File: config.mk
export PLATFORM = sky130hd
export DESIGN_NAME = psm_top
export DESIGN_NICKNAME = d
export VERILOG_FILES = /design/src/logic/psm_pkg.sv /design/src/logic/psm_ctl_if.sv /design/src/logic/psm_seq.sv /design/src/logic/psm_top.sv
export VERILOG_INCLUDE_DIRS = /design/src /design/src/logic
export SDC_FILE = /design/constraint.sdc
export NUM_CORES = 1
export LEC_CHECK = 0
export ABC_AREA = 1
export BUFFER_PORTS_ARGS = -buffer_cell sky130_fd_sc_hd__buf_2
export CAP_MARGIN = 10
export CELL_PAD_IN_SITES_DETAIL_PLACEMENT = 0
export CELL_PAD_IN_SITES_GLOBAL_PLACEMENT = 1
export CORE_UTILIZATION = 31
export CTS_CLUSTER_SIZE = 14
export DETAILED_ROUTE_END_ITERATION = 16
export PLACE_DENSITY = 0.87
export SKIP_CTS_REPAIR_TIMING = 1
export SYNTH_ARGS = -nofsm -noshare
export SYNTH_HDL_FRONTEND = slang
export SYNTH_SLANG_ARGS = --single-unit
File: constraint.sdc
create_clock -name pclk -period 2.9 [get_ports pclk]
set_clock_uncertainty 0.05 [all_clocks]
set_input_delay 0.145 -clock pclk [delete_from_list [all_inputs] [get_ports pclk]]
set_output_delay 0.145 -clock pclk [all_outputs]
set_load 0.02 [all_outputs]
File: src/logic/psm_map.svh
// psm_map.svh: register offsets, field positions and reset values of the
// power-saving mode controller.
// assumes: included by its bare name from design and bench files.
`ifndef PSM_MAP_SVH
`define PSM_MAP_SVH

// ----------------------------------------------------------------------
// register byte addresses
// ----------------------------------------------------------------------
`define PSM_ADDR_POWER_CTRL   12'h000
`define PSM_ADDR_SYNTH_CTRL   12'h004
`define PSM_ADDR_STATUS       12'h008

// ----------------------------------------------------------------------
// power control register fields
// ----------------------------------------------------------------------
`define PSM_PCTL_IDLE_BIT     0
`define PSM_PCTL_PDOWN_BIT    1
`define PSM_PCTL_SERWAKE_BIT  2
`define PSM_PCTL_EXTWAKE_BIT  3
`define PSM_PCTL_RESET        32'h00000000

// ----------------------------------------------------------------------
// clock synthesiser control fields
// ----------------------------------------------------------------------
`define PSM_SYNTH_OSCSLEEP_BIT 0
`define PSM_SYNTH_RESET        32'h00000000

// ----------------------------------------------------------------------
// pin states while asleep
// ----------------------------------------------------------------------
`define PSM_STROBE_IDLE_LVL   1'h1
`define PSM_STROBE_PDOWN_LVL  1'h0

`endif

File: src/logic/psm_pkg.sv
// psm_pkg.sv: types shared by the power-saving mode controller files.
// assumes: nothing beyond the map header.
package psm_pkg;

  // --------------------------------------------------------------------
  // operating modes
  // --------------------------------------------------------------------
  typedef enum logic [1:0] {
    PSM_NORMAL = 2'b00,
    PSM_IDLE   = 2'b01,
    PSM_PDOWN  = 2'b10
  } psm_mode_type;

endpackage

File: src/logic/psm_ctl_if.sv
// psm_ctl_if.sv: mode request and wake signals between register file
// and the mode sequencer.
// assumes: both ends share pclk.
`timescale 1ns/100ps
interface psm_ctl_if;
  logic                 idle_req;
  logic                 pdown_req;
  logic                 wake;
  psm_pkg::psm_mode_type mode;

  modport regs (output idle_req, output pdown_req, input wake, input mode);
  modport seq  (input idle_req, input pdown_req, output wake, output mode);
endinterface

File: src/logic/psm_seq.sv
// psm_seq.sv: mode sequencer, decides mode from requests and wake events.
// assumes: wake inputs are already synchronous to pclk.
`timescale 1ns/100ps
`include "psm_map.svh"
module psm_seq (
  // clock and reset
  input  wire logic pclk,
  input  wire logic presetn,
  input  wire logic clk_en,
  // wake sources, already qualified
  input  wire logic any_irq,
  input  wire logic pd_wake,
  // control link
  psm_ctl_if.seq    ctl
);

  psm_pkg::psm_mode_type next_mode;
  psm_pkg::psm_mode_type mode;
  logic                  wake;

  // power-down wins over idle when both are asked for
  always_comb begin
    next_mode = mode;
    case (mode)
      psm_pkg::PSM_NORMAL: begin
        // the mode bits clear one edge after wake; hold normal meanwhile,
        // or the stale bits would send the block straight back to sleep
        if (wake) begin
          next_mode = psm_pkg::PSM_NORMAL;
        end else if (ctl.pdown_req) begin
          next_mode = psm_pkg::PSM_PDOWN;
        end else if (ctl.idle_req) begin
          next_mode = psm_pkg::PSM_IDLE;
        end
      end
      psm_pkg::PSM_IDLE: begin
        if (any_irq) begin
          next_mode = psm_pkg::PSM_NORMAL;
        end
      end
      psm_pkg::PSM_PDOWN: begin
        if (pd_wake) begin
          next_mode = psm_pkg::PSM_NORMAL;
        end
      end
      default: next_mode = psm_pkg::PSM_NORMAL;
    endcase
  end

  always_ff @(posedge pclk or negedge presetn) begin
    if (!presetn) begin
      mode <= psm_pkg::PSM_NORMAL;
      wake <= 1'b0;
    end else if (clk_en) begin
      mode <= next_mode;
      wake <= (mode != psm_pkg::PSM_NORMAL) && (next_mode == psm_pkg::PSM_NORMAL);
    end
  end

  assign ctl.mode = mode;
  assign ctl.wake = wake;

endmodule

File: src/logic/psm_top.sv
// psm_top.sv: power-saving mode controller with APB register access.
// assumes: interrupt inputs come from other clock domains and are
// synchronised here; the core honours core_clk_en as its clock gate.
`timescale 1ns/100ps
`include "psm_map.svh"
module psm_top (
  // clock and reset
  input  wire logic        pclk,
  input  wire logic        presetn,
  input  wire logic        clk_en,
  // apb slave
  input  wire logic        psel,
  input  wire logic        penable,
  input  wire logic        pwrite,
  input  wire logic [11:0] paddr,
  input  wire logic [31:0] pwdata,
  output logic      [31:0] prdata,
  output logic             pready,
  output logic             pslverr,
  // interrupt wake sources, asynchronous
  input  wire logic        enabled_irq,
  input  wire logic        interval_counter_irq,
  input  wire logic        serial_irq,
  input  wire logic        external_interrupt_zero,
  // normal-mode strobe values from the core
  input  wire logic        core_address_latch_strobe,
  input  wire logic        core_program_store_strobe,
  // clock and pin control
  output logic             core_clk_en,
  output logic             osc_run,
  output logic             synth_run,
  output logic             periph_clk_en,
  output logic             interval_counter_clk_en,
  output logic             pin_hold,
  output logic             dac_out_en,
  output logic             address_latch_strobe,
  output logic             program_store_strobe,
  output logic [1:0]       mode_out
);

  // --------------------------------------------------------------------
  // input synchronisers
  // --------------------------------------------------------------------
  logic [3:0] irq_meta;
  logic [3:0] irq_sync;
  logic [3:0] irq_raw;

  assign irq_raw = {external_interrupt_zero, serial_irq,
                    interval_counter_irq, enabled_irq};

  always_ff @(posedge pclk or negedge presetn) begin
    if (!presetn) begin
      irq_meta <= 4'h0;
      irq_sync <= 4'h0;
    end else if (clk_en) begin
      irq_meta <= irq_raw;
      irq_sync <= irq_meta;
    end
  end

  // --------------------------------------------------------------------
  // registers
  // --------------------------------------------------------------------
  logic       idle_bit;
  logic       pdown_bit;
  logic       serial_wake_enable;
  logic       external_wake_enable;
  logic       oscillator_sleep_bit;

  wire        apb_access   = psel && penable;
  wire        apb_wr       = apb_access && pwrite;
  wire        sel_pctl     = (paddr == `PSM_ADDR_POWER_CTRL);
  wire        sel_synth    = (paddr == `PSM_ADDR_SYNTH_CTRL);
  wire        sel_status   = (paddr == `PSM_ADDR_STATUS);
  wire        sel_any      = sel_pctl || sel_synth || sel_status;
  wire        wr_pctl      = apb_wr && sel_pctl;
  wire        wr_synth     = apb_wr && sel_synth;

  psm_ctl_if ctl ();

  assign ctl.idle_req  = idle_bit;
  assign ctl.pdown_req = pdown_bit;

  // wake clears the mode bits; it cannot meet a write since the core is
  // stopped while asleep, and the write is given priority if it does
  always_ff @(posedge pclk or negedge presetn) begin
    if (!presetn) begin
      idle_bit             <= 1'b0;
      pdown_bit            <= 1'b0;
      serial_wake_enable   <= 1'b0;
      external_wake_enable <= 1'b0;
      oscillator_sleep_bit <= 1'b0;
    end else if (clk_en) begin
      if (wr_pctl) begin
        idle_bit             <= pwdata[`PSM_PCTL_IDLE_BIT];
        pdown_bit            <= pwdata[`PSM_PCTL_PDOWN_BIT];
        serial_wake_enable   <= pwdata[`PSM_PCTL_SERWAKE_BIT];
        external_wake_enable <= pwdata[`PSM_PCTL_EXTWAKE_BIT];
      end else if (ctl.wake) begin
        idle_bit  <= 1'b0;
        pdown_bit <= 1'b0;
      end
      if (wr_synth) begin
        oscillator_sleep_bit <= pwdata[`PSM_SYNTH_OSCSLEEP_BIT];
      end
    end
  end

  // --------------------------------------------------------------------
  // wake qualification
  // --------------------------------------------------------------------
  wire any_irq = |irq_sync;
  wire pd_wake = irq_sync[1]
               || (irq_sync[2] && serial_wake_enable)
               || (irq_sync[3] && external_wake_enable);

  psm_seq u_seq (
    .pclk    (pclk),
    .presetn (presetn),
    .clk_en  (clk_en),
    .any_irq (any_irq),
    .pd_wake (pd_wake),
    .ctl     (ctl)
  );

  // --------------------------------------------------------------------
  // clock and pin decode
  // --------------------------------------------------------------------
  wire in_idle  = (ctl.mode == psm_pkg::PSM_IDLE);
  wire in_pdown = (ctl.mode == psm_pkg::PSM_PDOWN);
  wire in_norm  = !in_idle && !in_pdown;

  wire next_core_clk_en = in_norm;
  wire next_osc_run     = !(in_pdown && oscillator_sleep_bit);
  wire next_synth_run   = !in_pdown;
  wire next_periph      = !in_pdown;
  wire next_tic_en      = next_osc_run;
  wire next_pin_hold    = !in_norm;
  wire next_dac_en      = !in_pdown;
  wire next_ale = in_idle  ? `PSM_STROBE_IDLE_LVL :
                  in_pdown ? `PSM_STROBE_PDOWN_LVL :
                  core_address_latch_strobe;
  wire next_pss = in_idle  ? `PSM_STROBE_IDLE_LVL :
                  in_pdown ? `PSM_STROBE_PDOWN_LVL :
                  core_program_store_strobe;

  wire [31:0] rd_pctl   = {28'h0000000, external_wake_enable, serial_wake_enable,
                           pdown_bit, idle_bit};
  wire [31:0] rd_synth  = {31'h00000000, oscillator_sleep_bit};
  wire [31:0] rd_status = {30'h00000000, ctl.mode};
  wire [31:0] next_rd   = sel_pctl  ? rd_pctl  :
                          sel_synth ? rd_synth :
                          sel_status ? rd_status : 32'h00000000;

  // --------------------------------------------------------------------
  // output flops
  // --------------------------------------------------------------------
  always_ff @(posedge pclk or negedge presetn) begin
    if (!presetn) begin
      core_clk_en             <= 1'b1;
      osc_run                 <= 1'b1;
      synth_run               <= 1'b1;
      periph_clk_en           <= 1'b1;
      interval_counter_clk_en <= 1'b1;
      pin_hold                <= 1'b0;
      dac_out_en              <= 1'b1;
      address_latch_strobe    <= 1'b1;
      program_store_strobe    <= 1'b1;
      mode_out                <= 2'h0;
    end else if (clk_en) begin
      core_clk_en             <= next_core_clk_en;
      osc_run                 <= next_osc_run;
      synth_run               <= next_synth_run;
      periph_clk_en           <= next_periph;
      interval_counter_clk_en <= next_tic_en;
      pin_hold                <= next_pin_hold;
      dac_out_en              <= next_dac_en;
      address_latch_strobe    <= next_ale;
      program_store_strobe    <= next_pss;
      mode_out                <= ctl.mode;
    end
  end

  // apb answers in the setup cycle's next edge: one access cycle, no wait
  always_ff @(posedge pclk or negedge presetn) begin
    if (!presetn) begin
      prdata  <= 32'h00000000;
      pready  <= 1'b0;
      pslverr <= 1'b0;
    end else if (clk_en) begin
      pready  <= psel && !penable;
      pslverr <= psel && !penable && !sel_any;
      prdata  <= (psel && !penable && !pwrite) ? next_rd : 32'h00000000;
    end
  end
endmodule

==> results.md, run 1 <==
* Outcome: complete, no violations
* Design Area, Final at 1940 µm²
* Clk_lat worst skew at approximately 0.29 ns
* Ys Warns at 0
* Final min period at 1.61 ns
* Initial antenna violation count at 0
* H-tree levels at 2
* Die Footprint at ~5700 µm²
* Total track usage at roughly an eighth
* Total clock sinks at 30
* Register area share after synthesis at 45.3%
* Hold Path Class: input pin to register
* Crit-path slowest cell: dfrtp_1
* Synth Register Bits at 30
* Rows at 26
* Cell Pwr Density at about 640 nW/µm²
* Share of the synthesized area in the top cell type at between 30% and 40%
* Count of cell types in the netlist at 24
* Layout cell share with drive strength beyond 1 at 23.5%
* Crit Path Max Fanout at 6
* Crit path arrival time at approximately 1.7 ns
* CP max stage delay at approximately 0.45 ns
* Xor/xnor cell area share of the yosys netlist at 0%
* CTS tree: yes
* Die Span X at 75.4 µm
* F_max at 622 MHz
* Avg Cell Area, Syn at slightly below 8 µm²
* Leakage power at approximately 1.1 nW
* Most used cell, CP: nand2_1
* Min Hold Slack at 0.00136 ns
* Top post-synthesis cells by area: dfrtp_1 37%, nand2_1 17%, buf_4 14%
* Antenna diodes at 0
* Synth area leader: dfrtp_1
* Mux contribution to synthesized area at 0%
* GRT Residual Overflow at 0
* DIE HEIGHT at roughly 75 µm
* Root Buffer: clkbuf_8
* Max-slew violation count at 0
* Final WL at 3250 µm
* Max Cap Viol at 0
* Final hold vios at 0
* DR iter-0 viols at 93
* Vias at ~1400
* VDD IR max at 0.239 mV
* Layout net count at 319
* # IOs at 101
* Worst slew pin tran at 0.644 ns
* Largest net degree at the start of global routing at 31
* CP Data Required Time at slightly above 3 ns
* Post-synthesis compound-gate area fraction at 5.76%
* RSZ-0062 raised after global routing: false
* Cell Chain, Critical Path: inv_1 > ha_1 > inv_1 > nor2_1 > nand3_1 > nand2_1 > nand2_1 > nand2_1 > nand2_1 > nand3_1 > nand2_1
* Area grow syn2layout at 16.0%
* Fin crit share at between 50% and 60%
* Final Instance Count excl. Fillers at 330
* Via/cell ratio at 4.09
* Initial Utilization at around a third
* Vias in the first global route at about 1200
* Clock buffer depth at 2
* Main combinational cell family by area after synthesis: simple AND/OR/NAND/NOR gates
* Core footprint at roughly 5100 µm²
* Reg clk slew, reported paths at 0.07 ns
* DR WL/cell at between 9 and 10 µm
* Setup TNS at 0 ns
* Global-route wire length before repair at about 5300 µm
* Final Setup Violations at 0
* Worst Setup End Kind: register
* DRC viols at 0
* Post-DP HPWL at 2410 µm
* Num CTS Buffers at 5
* Cell Area, Synth at about 1700 µm²
* Adder-cell area share of the yosys netlist at around 3%
* Total power at 1.24 mW
* Post-Place Cells at approximately 320
* WS Path Type: register to register
* Post-synthesis simple-gate area fraction at between 20% and 30%
* Startpoint types: register
* Max-slew headroom at 57.0%
* # port buffers at 44
* Synthesized netlist cell count at between 200 and 250
* Drt first pass iters at 4
* Antenna Violating Nets Remaining at 0
* Placer Congestion at about 0.8
* Placed Area at roughly 1800 µm²
-- synthesized netlist by cell type (all sizes together) --
cell type / number
clkbuf: 2
dfstp: 5
dfrtp: 25
nor3: 3
nand3: 12
inv: 15
buf: 33
nor2: 14
clkinv: 2
nand4: 1
o21a: 1
nand2: 78
o21ai: 15
or2: 1
conb: 1
a31oi: 1
ha: 4
o211ai: 1
-- worst paths after layout --
kind                                   start        endpoint  slack (ns)  depth (start not counted)
max                        u_seq.ctl.mode[0]  u_seq.ctl.wake        1.29                         11
max reg2reg                u_seq.ctl.mode[0]  u_seq.ctl.wake        1.29                         11
min in group asynchronous            presetn          pready        0.37                          2
min reg2reg                         pin_hold        pin_hold        0.42                          2
max in group asynchronous            presetn       prdata[3]        2.00                          2
min                               serial_irq     irq_meta[2]       0.001                          3
-- registers in the layout, summed over array words and instances (netlist names) --
signal,count
pready,1
mode_out,2
irq_meta,4
irq_sync,4
program_store_strobe,1
u_seq.ctl.wake,1
address_latch_strobe,1
ctl.pdown_req,1
serial_wake_enable,1
core_clk_en,1
ctl.idle_req,1
prdata,4
u_seq.ctl.mode,2
dac_out_en,1
pslverr,1
pin_hold,1
interval_counter_clk_en,1
external_wake_enable,1
oscillator_sleep_bit,1
-- cell usage in the layout (no fill, tap or decap), drive strengths merged --
master / Yosys / layout
dfrtp: 25 / 25
dlygate4sd3: 0 / 1
nand3: 12 / 12
o21a: 1 / 1
or2: 1 / 1
nand2: 78 / 78
o211ai: 1 / 1
nor3: 3 / 3
a31oi: 1 / 1
clkbuf: 2 / 7
inv: 15 / 15
buf: 33 / 45
conb: 1 / 28
nand4: 1 / 1
clkinv: 2 / 3
o21ai: 15 / 15
nor2: 14 / 14
dfstp: 5 / 5
ha: 4 / 4
-- layer usage --
metal,vias to the layer above,wire [µm],GRT usage (%)
li1,694,-,-
met1,616,1480,15.7
met2,36,1540,20.5
met3,5,183,5.16
met4,0,43,4.73
met5,-,0,0
-- through the flow --
stage          utilization [%]  setup WS, ns
5_1_grt                   37.7          1.08
2_1_floorplan                -          1.53
6_report                  37.7          1.29
3_5_place_dp              35.8          1.19
4_1_cts                   37.5          1.28
3_3_place_gp              35.8          1.27
-- layout make-up --
type / count / area [µm²]
clock buffers: 7 / 86.3
clock inverters: 1 / 5.00
fillers: 585 / 3200
inverters: 17 / 63.8
multi-input cells: 159 / 702
flip-flops and latches: 30 / 757
well taps: 70 / 87.6
repair buffers: 46 / 238
-- where the power goes --
group	total, mW	internal [mW]	switching [mW]
logic	0.347	0.110	0.236
clock network	0.350	0.191	0.159
registers	0.545	0.500	0.0457
total	1.24	0.801	0.440
-- cell families (layout without fill, tap and decap cells) --
| logic type | Yosys count | after routing |
|---|---|---|
| compound gates | 18 | 18 |
| fa+ha+maj | 4 | 4 |
| buf+inv | 52 | 71 |
| flops | 30 | 30 |
| other cells | 1 | 28 |
| simple gates | 109 | 109 |
-- worst max-delay path, delay by kind of cell (launching register included) --
| family | cells | cell delay, ns |
|---|---|---|
| and+or+nand+nor | 8 | 0.59 |
| DFF | 1 | 0.45 |
| adders and majority gates | 1 | 0.18 |
| buffers and inverters | 2 | 0.24 |
(Power assumes the default switching activity.)
==> run 2, diff against run 1 <==
Settings changed: CORE_UTILIZATION 31 to 26, PLACE_DENSITY 0.87 to 0.78.
Clock period 2.9 ns to 1.33 ns, I/O delays scaled along.
==> results.md, run 2 (same netlist as run 1, synthesis figures left out) <==
* Crit-path slowest cell: dfrtp_1
* Post-DP HPWL at 2570 µm (+6.6%)
* Max Cap Viol at 0 (unchanged)
* Layout net count at 340 (+6.6%)
* Routed length on met2 at 1650 µm (+7.6%)
* Min Hold Slack at -0.0284 ns (-0.0298 ns)
* CP Data Required Time at 1.46 ns (-1.57 ns)
* CTS tree: yes
* Via/cell ratio at 4.01 (-2.1%)
* Final Setup Violations at 2 (+2)
* Total clock sinks at 30 (unchanged)
* DRC viols at 0 (unchanged)
* Final hold vios at 3 (+3)
* # IOs at 101 (unchanged)
* Hold Crit Depth at 2 (-1)
* Max-slew violation count at 0 (unchanged)
* R2R depth at 8 (-3)
* Met1 WL at 1570 µm (+5.7%)
* Outcome: finished, violations left
* Placed Area at 1930 µm² (+5.1%)
* Clk_lat worst skew at 0.28 ns (about the same)
* Most used cell, CP: nand2_1
* Placer Congestion at 0.799 (-1.6%)
* # port buffers at 44 (unchanged)
* Design Area, Final at 2160 µm² (+12%)
* Core footprint at 6060 µm² (+18%)
* Largest net degree at the start of global routing at 31 (unchanged)
* Register-to-Register Setup Slack at -0.02 ns (-1.31 ns)
* Violated checks: negative hold slack, negative setup slack
* Total track usage at 11.7% (-1.2 points)
* Most common cell after layout, fill and taps aside: nand2_1
* RSZ-0062 raised after global routing: true
* Final Instance Count excl. Fillers at 356 (+7.9%)
* Clock buffer depth at 2 (unchanged)
* VDD IR max at 0.633 mV (+170%)
* Total power at 2.94 mW (+140%)
* Cell Chain, Critical Path: inv_2 > buf_4 > ha_2 > nand3_1 > nand2_1 > nand2_2 > nand3_2 > nand2_1
* Area grow syn2layout at 29.4%
* Setup TNS at -0.0251 ns (-0.0251 ns)
* Rows at 28 (+7.7%)
* Hold Path Class: input pin to register
* Vias in the first global route at 1364 (+12%)
* Uppermost routed layer: met4
* Fin crit share at 102% (+46 points)
* Die Footprint at 6750 µm² (+19%)
* Worst r2r dst: u_seq.ctl.wake
* Initial antenna violation count at 0 (unchanged)
* CP max stage delay at 0.43 ns (-0.02 ns)
* Hold path start: penable
* Crit. Startpoint: u_seq.ctl.mode[1]
* Final WL at 3500 µm (+7.9%)
* Worst slew pin tran at 0.691 ns (+0.0465 ns)
* GRT Residual Overflow at 0 (unchanged)
* Antenna diodes at 0 (unchanged)
* Reg clk slew, reported paths at 0.06 ns (about the same)
* Crit path arrival time at 1.48 ns (-0.26 ns)
* Drt first pass iters at 4 (unchanged)
* Crit Path Max Fanout at 3 (-3)
* Hold worst-path end: pready
* Die Span X at 82.2 µm (+8.9%)
* Vias at 1427 (+5.6%)
* Cell Pwr Density at 1360 nW/µm² (+110%)
* Fill cell count at 627 (+7.2%)
* Antenna Violating Nets Remaining at 0 (unchanged)
* DR WL/cell at 9.83 µm (about the same)
* CP top delay family: flip-flops
* F_max at 740 MHz (+19%)
* Max-slew headroom at 53.9% (-3.1 points)
* Crit Reg-Reg Startpoint: u_seq.ctl.mode[1]
* WP buf/inv at 2 (unchanged)
* Num CTS Buffers at 5 (unchanged)
* DR iter-0 viols at 50 (-46%)
* Final min period at 1.35 ns (-0.256 ns)
* Leakage power at 1.15 nW (+9.1%)
* Startpoint types: register
* DIE HEIGHT at 82.2 µm (+8.9%)
* Post-Place Cells at 336 (+4.7%)
* H-tree levels at 2 (unchanged)
* Top flop regs: irq_meta (4), irq_sync (4), prdata (4)
* Global-route wire length before repair at 5840 µm (+9.9%)
* Worst Setup End Kind: register
* Initial Utilization at 27.6% (-4.9 points)
* Root Buffer: clkbuf_8
* Commonest non-fill, non-tap cells in the layout: 75 x nand2_1, 44 x buf_2, 28 x conb_1, 25 x dfrtp_1
* Layout cell share with drive strength beyond 1 at 29.2% (+5.7 points)
* Pre-CTS setup slack at -0.0552 ns (-1.25 ns)
* Worst setup margin at -0.0210 ns (-1.31 ns)
* Met3 WL post-DR at 201 µm (+9.8%)
* WS Path Type: register to register
run 2: changes by cell type in the layout (fill, tap and decap cells not counted), sizes merged:
cell	before	now
dlygate4sd3	1	10
buf	45	57
run 2: worst max path at each step:
stage,cells after the start,end,slack (ns)
6_report,8,u_seq.ctl.wake,-0.02
5_1_grt,11,u_seq.ctl.wake,-0.11
4_1_cts,9,u_seq.ctl.wake,-0.07
3_5_place_dp,9,u_seq.ctl.wake,-0.06
3_3_place_gp,9,u_seq.ctl.wake,-0.04
2_1_floorplan,11,u_seq.ctl.wake,0.005
run 2: layer usage:
layer  up-vias  GRT usage, %
li1        736             -
met1       641          13.7
met2        43          19.2
met3         7          3.52
met4         0          6.32
met5         -             0
run 2: power breakdown:
group	switching [mW]	internal, mW
Clock	0.332	0.416
Combinational	0.595	0.411
Sequential	0.0969	1.09
run 2: final cells by class:
type	instances	area (µm²)	share of cell area [%]
sequential	30	757	35.0
multi-input combinational	159	739	34.2
clock inverter	1	5.00	0.231
clock buffer	7	86.3	3.99
tap	75	93.8	4.34
timing repair buffer	67	418	19.3
inverter	17	63.8	2.95
run 2: through the flow:
| step | utilization (%) | hold slack (ns) |
|---|---|---|
| after floorplan | - | -0.279 |
| after global placement | 31.9 | 0.0909 |
| after detailed placement | 31.9 | 0.0975 |
| after CTS | 33.4 | -0.209 |
| after global routing | 35.7 | 0.000552 |
| final | 35.7 | -0.0284 |
==> run 3, diff against run 2 <==
Settings changed: BUFFER_PORTS_ARGS -buffer_cell sky130_fd_sc_hd__buf_2 to not set, CORE_UTILIZATION 26 to 35, DONT_BUFFER_PORTS set to 1, PLACE_DENSITY 0.78 to 0.72.
==> results.md, run 3 (same netlist as run 1, synthesis figures left out) <==
* Outcome: finished, violations left
* Violated checks: design-rule violations, negative hold slack, negative setup slack
* Placer Congestion at 0.729 (-8.7%)
* Rows at 24 (-14%)
* Leakage power at 1.03 nW (-11%)
* Cell Pwr Density at 1350 nW/µm² (-0.50%)
* Min Hold Slack at -0.186 ns (-0.157 ns)
* Startpoint types: register
* Layout net count at 312 (-8.2%)
* Reg clk slew, reported paths at 0.07 ns (about the same)
* Worst setup margin at -0.00878 ns (+0.0123 ns)
* Final min period at 1.34 ns (-0.0123 ns)
* Setup TNS at -0.00878 ns (+0.0163 ns)
* Clock buffer depth at 2 (unchanged)
* GRT Residual Overflow at 0 (unchanged)
* Register area at 757 µm² (unchanged)
* Antenna Violating Nets Remaining at 0 (unchanged)
* WS Path Type: register to register
* Crit Reg-Reg Startpoint: u_seq.ctl.mode[0]
* CTS tree: yes
* # port buffers at 0 (-100%)
* Total clock sinks at 30 (unchanged)
* Post-DP HPWL at 2290 µm (-11%)
* Hold Crit Depth at 1 (-1)
* Via/cell ratio at 4.45 (+11%)
* Pre-CTS setup slack at -0.0594 ns (-0.00420 ns)
* Placed Area at 1680 µm² (-13%)
* Worst Setup End Kind: register
* Crit Path Max Fanout at 4 (+1)
* Register-to-Register Setup Slack at -0.009 ns (about the same)
* Largest net degree at the start of global routing at 31 (unchanged)
* Initial Utilization at 37.4% (+9.8 points)
* Net Sw Power at 0.999 mW (-2.3%)
* Top flop regs: irq_meta (4), irq_sync (4), prdata (4)
* Die Footprint at 5060 µm² (-25%)
* Root Buffer: clkbuf_8
* Total internal power at 1.83 mW (-4.5%)
* F_max at 747 MHz (+0.91%)
* Sw frac at 35.3% (+0.51 points)
* Final Setup Violations at 1 (-1)
* Initial antenna violation count at 0 (unchanged)
* Final WL at 3340 µm (-4.7%)
* Worst r2r dst: u_seq.ctl.wake
* Commonest non-fill, non-tap cells in the layout: 76 x nand2_1, 28 x conb_1, 25 x dfrtp_1, 25 x dlygate4sd3_1, 13 x buf_4
* # IOs at 101 (unchanged)
* Most common cell after layout, fill and taps aside: nand2_1
* Vias at 1357 (-4.9%)
* Crit path arrival time at 1.46 ns (-0.02 ns)
* Clk_lat worst skew at 0.28 ns (about the same)
* Max-slew violation count at 0 (unchanged)
* Design Area, Final at 2090 µm² (-3.2%)
* Fin crit share at 101% (-0.92 points)
* DR iter-0 viols at 50 (unchanged)
* Global-route wire length before repair at 5310 µm (-9.1%)
* DRC viols at 2 (+2)
* Vias in the first global route at 1164 (-15%)
* VDD IR max at 0.966 mV (+53%)
* Max Cap Viol at 0 (unchanged)
* RSZ-0062 raised after global routing: true
* Area grow syn2layout at 25.2%
* Antenna diodes at 0 (unchanged)
* Fill cell count at 449 (-28%)
* Core Util, Final at 46.8% (+11 points)
* Die Span X at 71.1 µm (-13%)
* Multi-input gate area at 754 µm² (+2.0%)
* Hold path start: clk_en
* DIE HEIGHT at 71.1 µm (-13%)
* Hold Path Class: input pin to register
* Num CTS Buffers at 5 (unchanged)
* CP Data Required Time at 1.46 ns (about the same)
* Core footprint at 4470 µm² (-26%)
* Layout cell share with drive strength beyond 1 at 15.4% (-14 points)
* DR WL/cell at 10.9 µm (+11%)
* Clock share of power at 24.5% (-0.9 points)
* Comb pwr share at 29.2% (-5.0 points)
* Hold worst-path end: u_seq.ctl.mode[0]
* Total track usage at 13.7% (+2.0 points)
* Drt first pass iters at 10 (+6)
* R2R depth at 9 (+1)
* Final hold vios at 9 (+6)
* H-tree levels at 2 (unchanged)
* Register share of total power at 46.2% (+5.8 points)
[run 3: cell count changes in the layout (fill, tap and decap cells not counted), sizes merged]
cell and change:
clkbuf -1, dlygate4sd3 +15, clkinv +1, buf -43
[run 3: area by class of cell]
class	count	share of cell area, %
Sequential cell	30	36.2
Tap cell	52	3.11
Clock buffer	6	3.47
Clock inverter	2	0.478
Inverter	17	3.17
Multi-Input combinational cell	159	36.0
Timing Repair Buffer	39	17.6
[run 3: critical path, cell delays in order (launching register included)]
cell and delay [ns]:
dfrtp_1 0.40, inv_2 0.09, buf_4 0.10, buf_4 0.12, ha_4 0.14, nand3_1 0.08, nand2_1 0.07, nand2_1 0.06
nand3_1 0.08, nand2_1 0.05
[run 3: how the worst max path moves through the flow]
stage                                  from        endpoint  slack (ns)  cells after the start
after global placement    u_seq.ctl.mode[0]  u_seq.ctl.wake       -0.04                     11
after CTS                 u_seq.ctl.mode[0]  u_seq.ctl.wake       -0.07                     11
after floorplan           u_seq.ctl.mode[0]  u_seq.ctl.wake       0.005                     11
final                     u_seq.ctl.mode[0]  u_seq.ctl.wake      -0.009                      9
after global routing      u_seq.ctl.mode[0]  u_seq.ctl.wake       -0.14                     11
after detailed placement  u_seq.ctl.mode[0]  u_seq.ctl.wake       -0.06                     11
[run 3: power by group through the flow]
stage	Combinational [mW]	Sequential (mW)	Clock, mW
2_1_floorplan	0.510	1.31	0
3_3_place_gp	0.619	1.32	0
3_5_place_dp	0.624	1.32	0
4_1_cts	0.630	1.31	0.719
5_1_grt	0.947	1.33	0.755
6_report	0.827	1.31	0.695
[run 3: stage by stage]
step	instances	power [mW]
floorplan	241	1.82
global placement	268	1.94
detailed placement	268	1.94
CTS	276	2.66
global route	305	3.03
finish	305	2.83
[run 3: per-layer routing]
metal	part of all wire, %	vias to the layer above	wire length, µm	global-route usage (%)
met5	0	-	0	0
met4	1.5	0	49	4.67
met3	6.5	6	218	4.56
met2	46	49	1530	21.4
met1	46	620	1540	17.9
li1	-	682	-	-
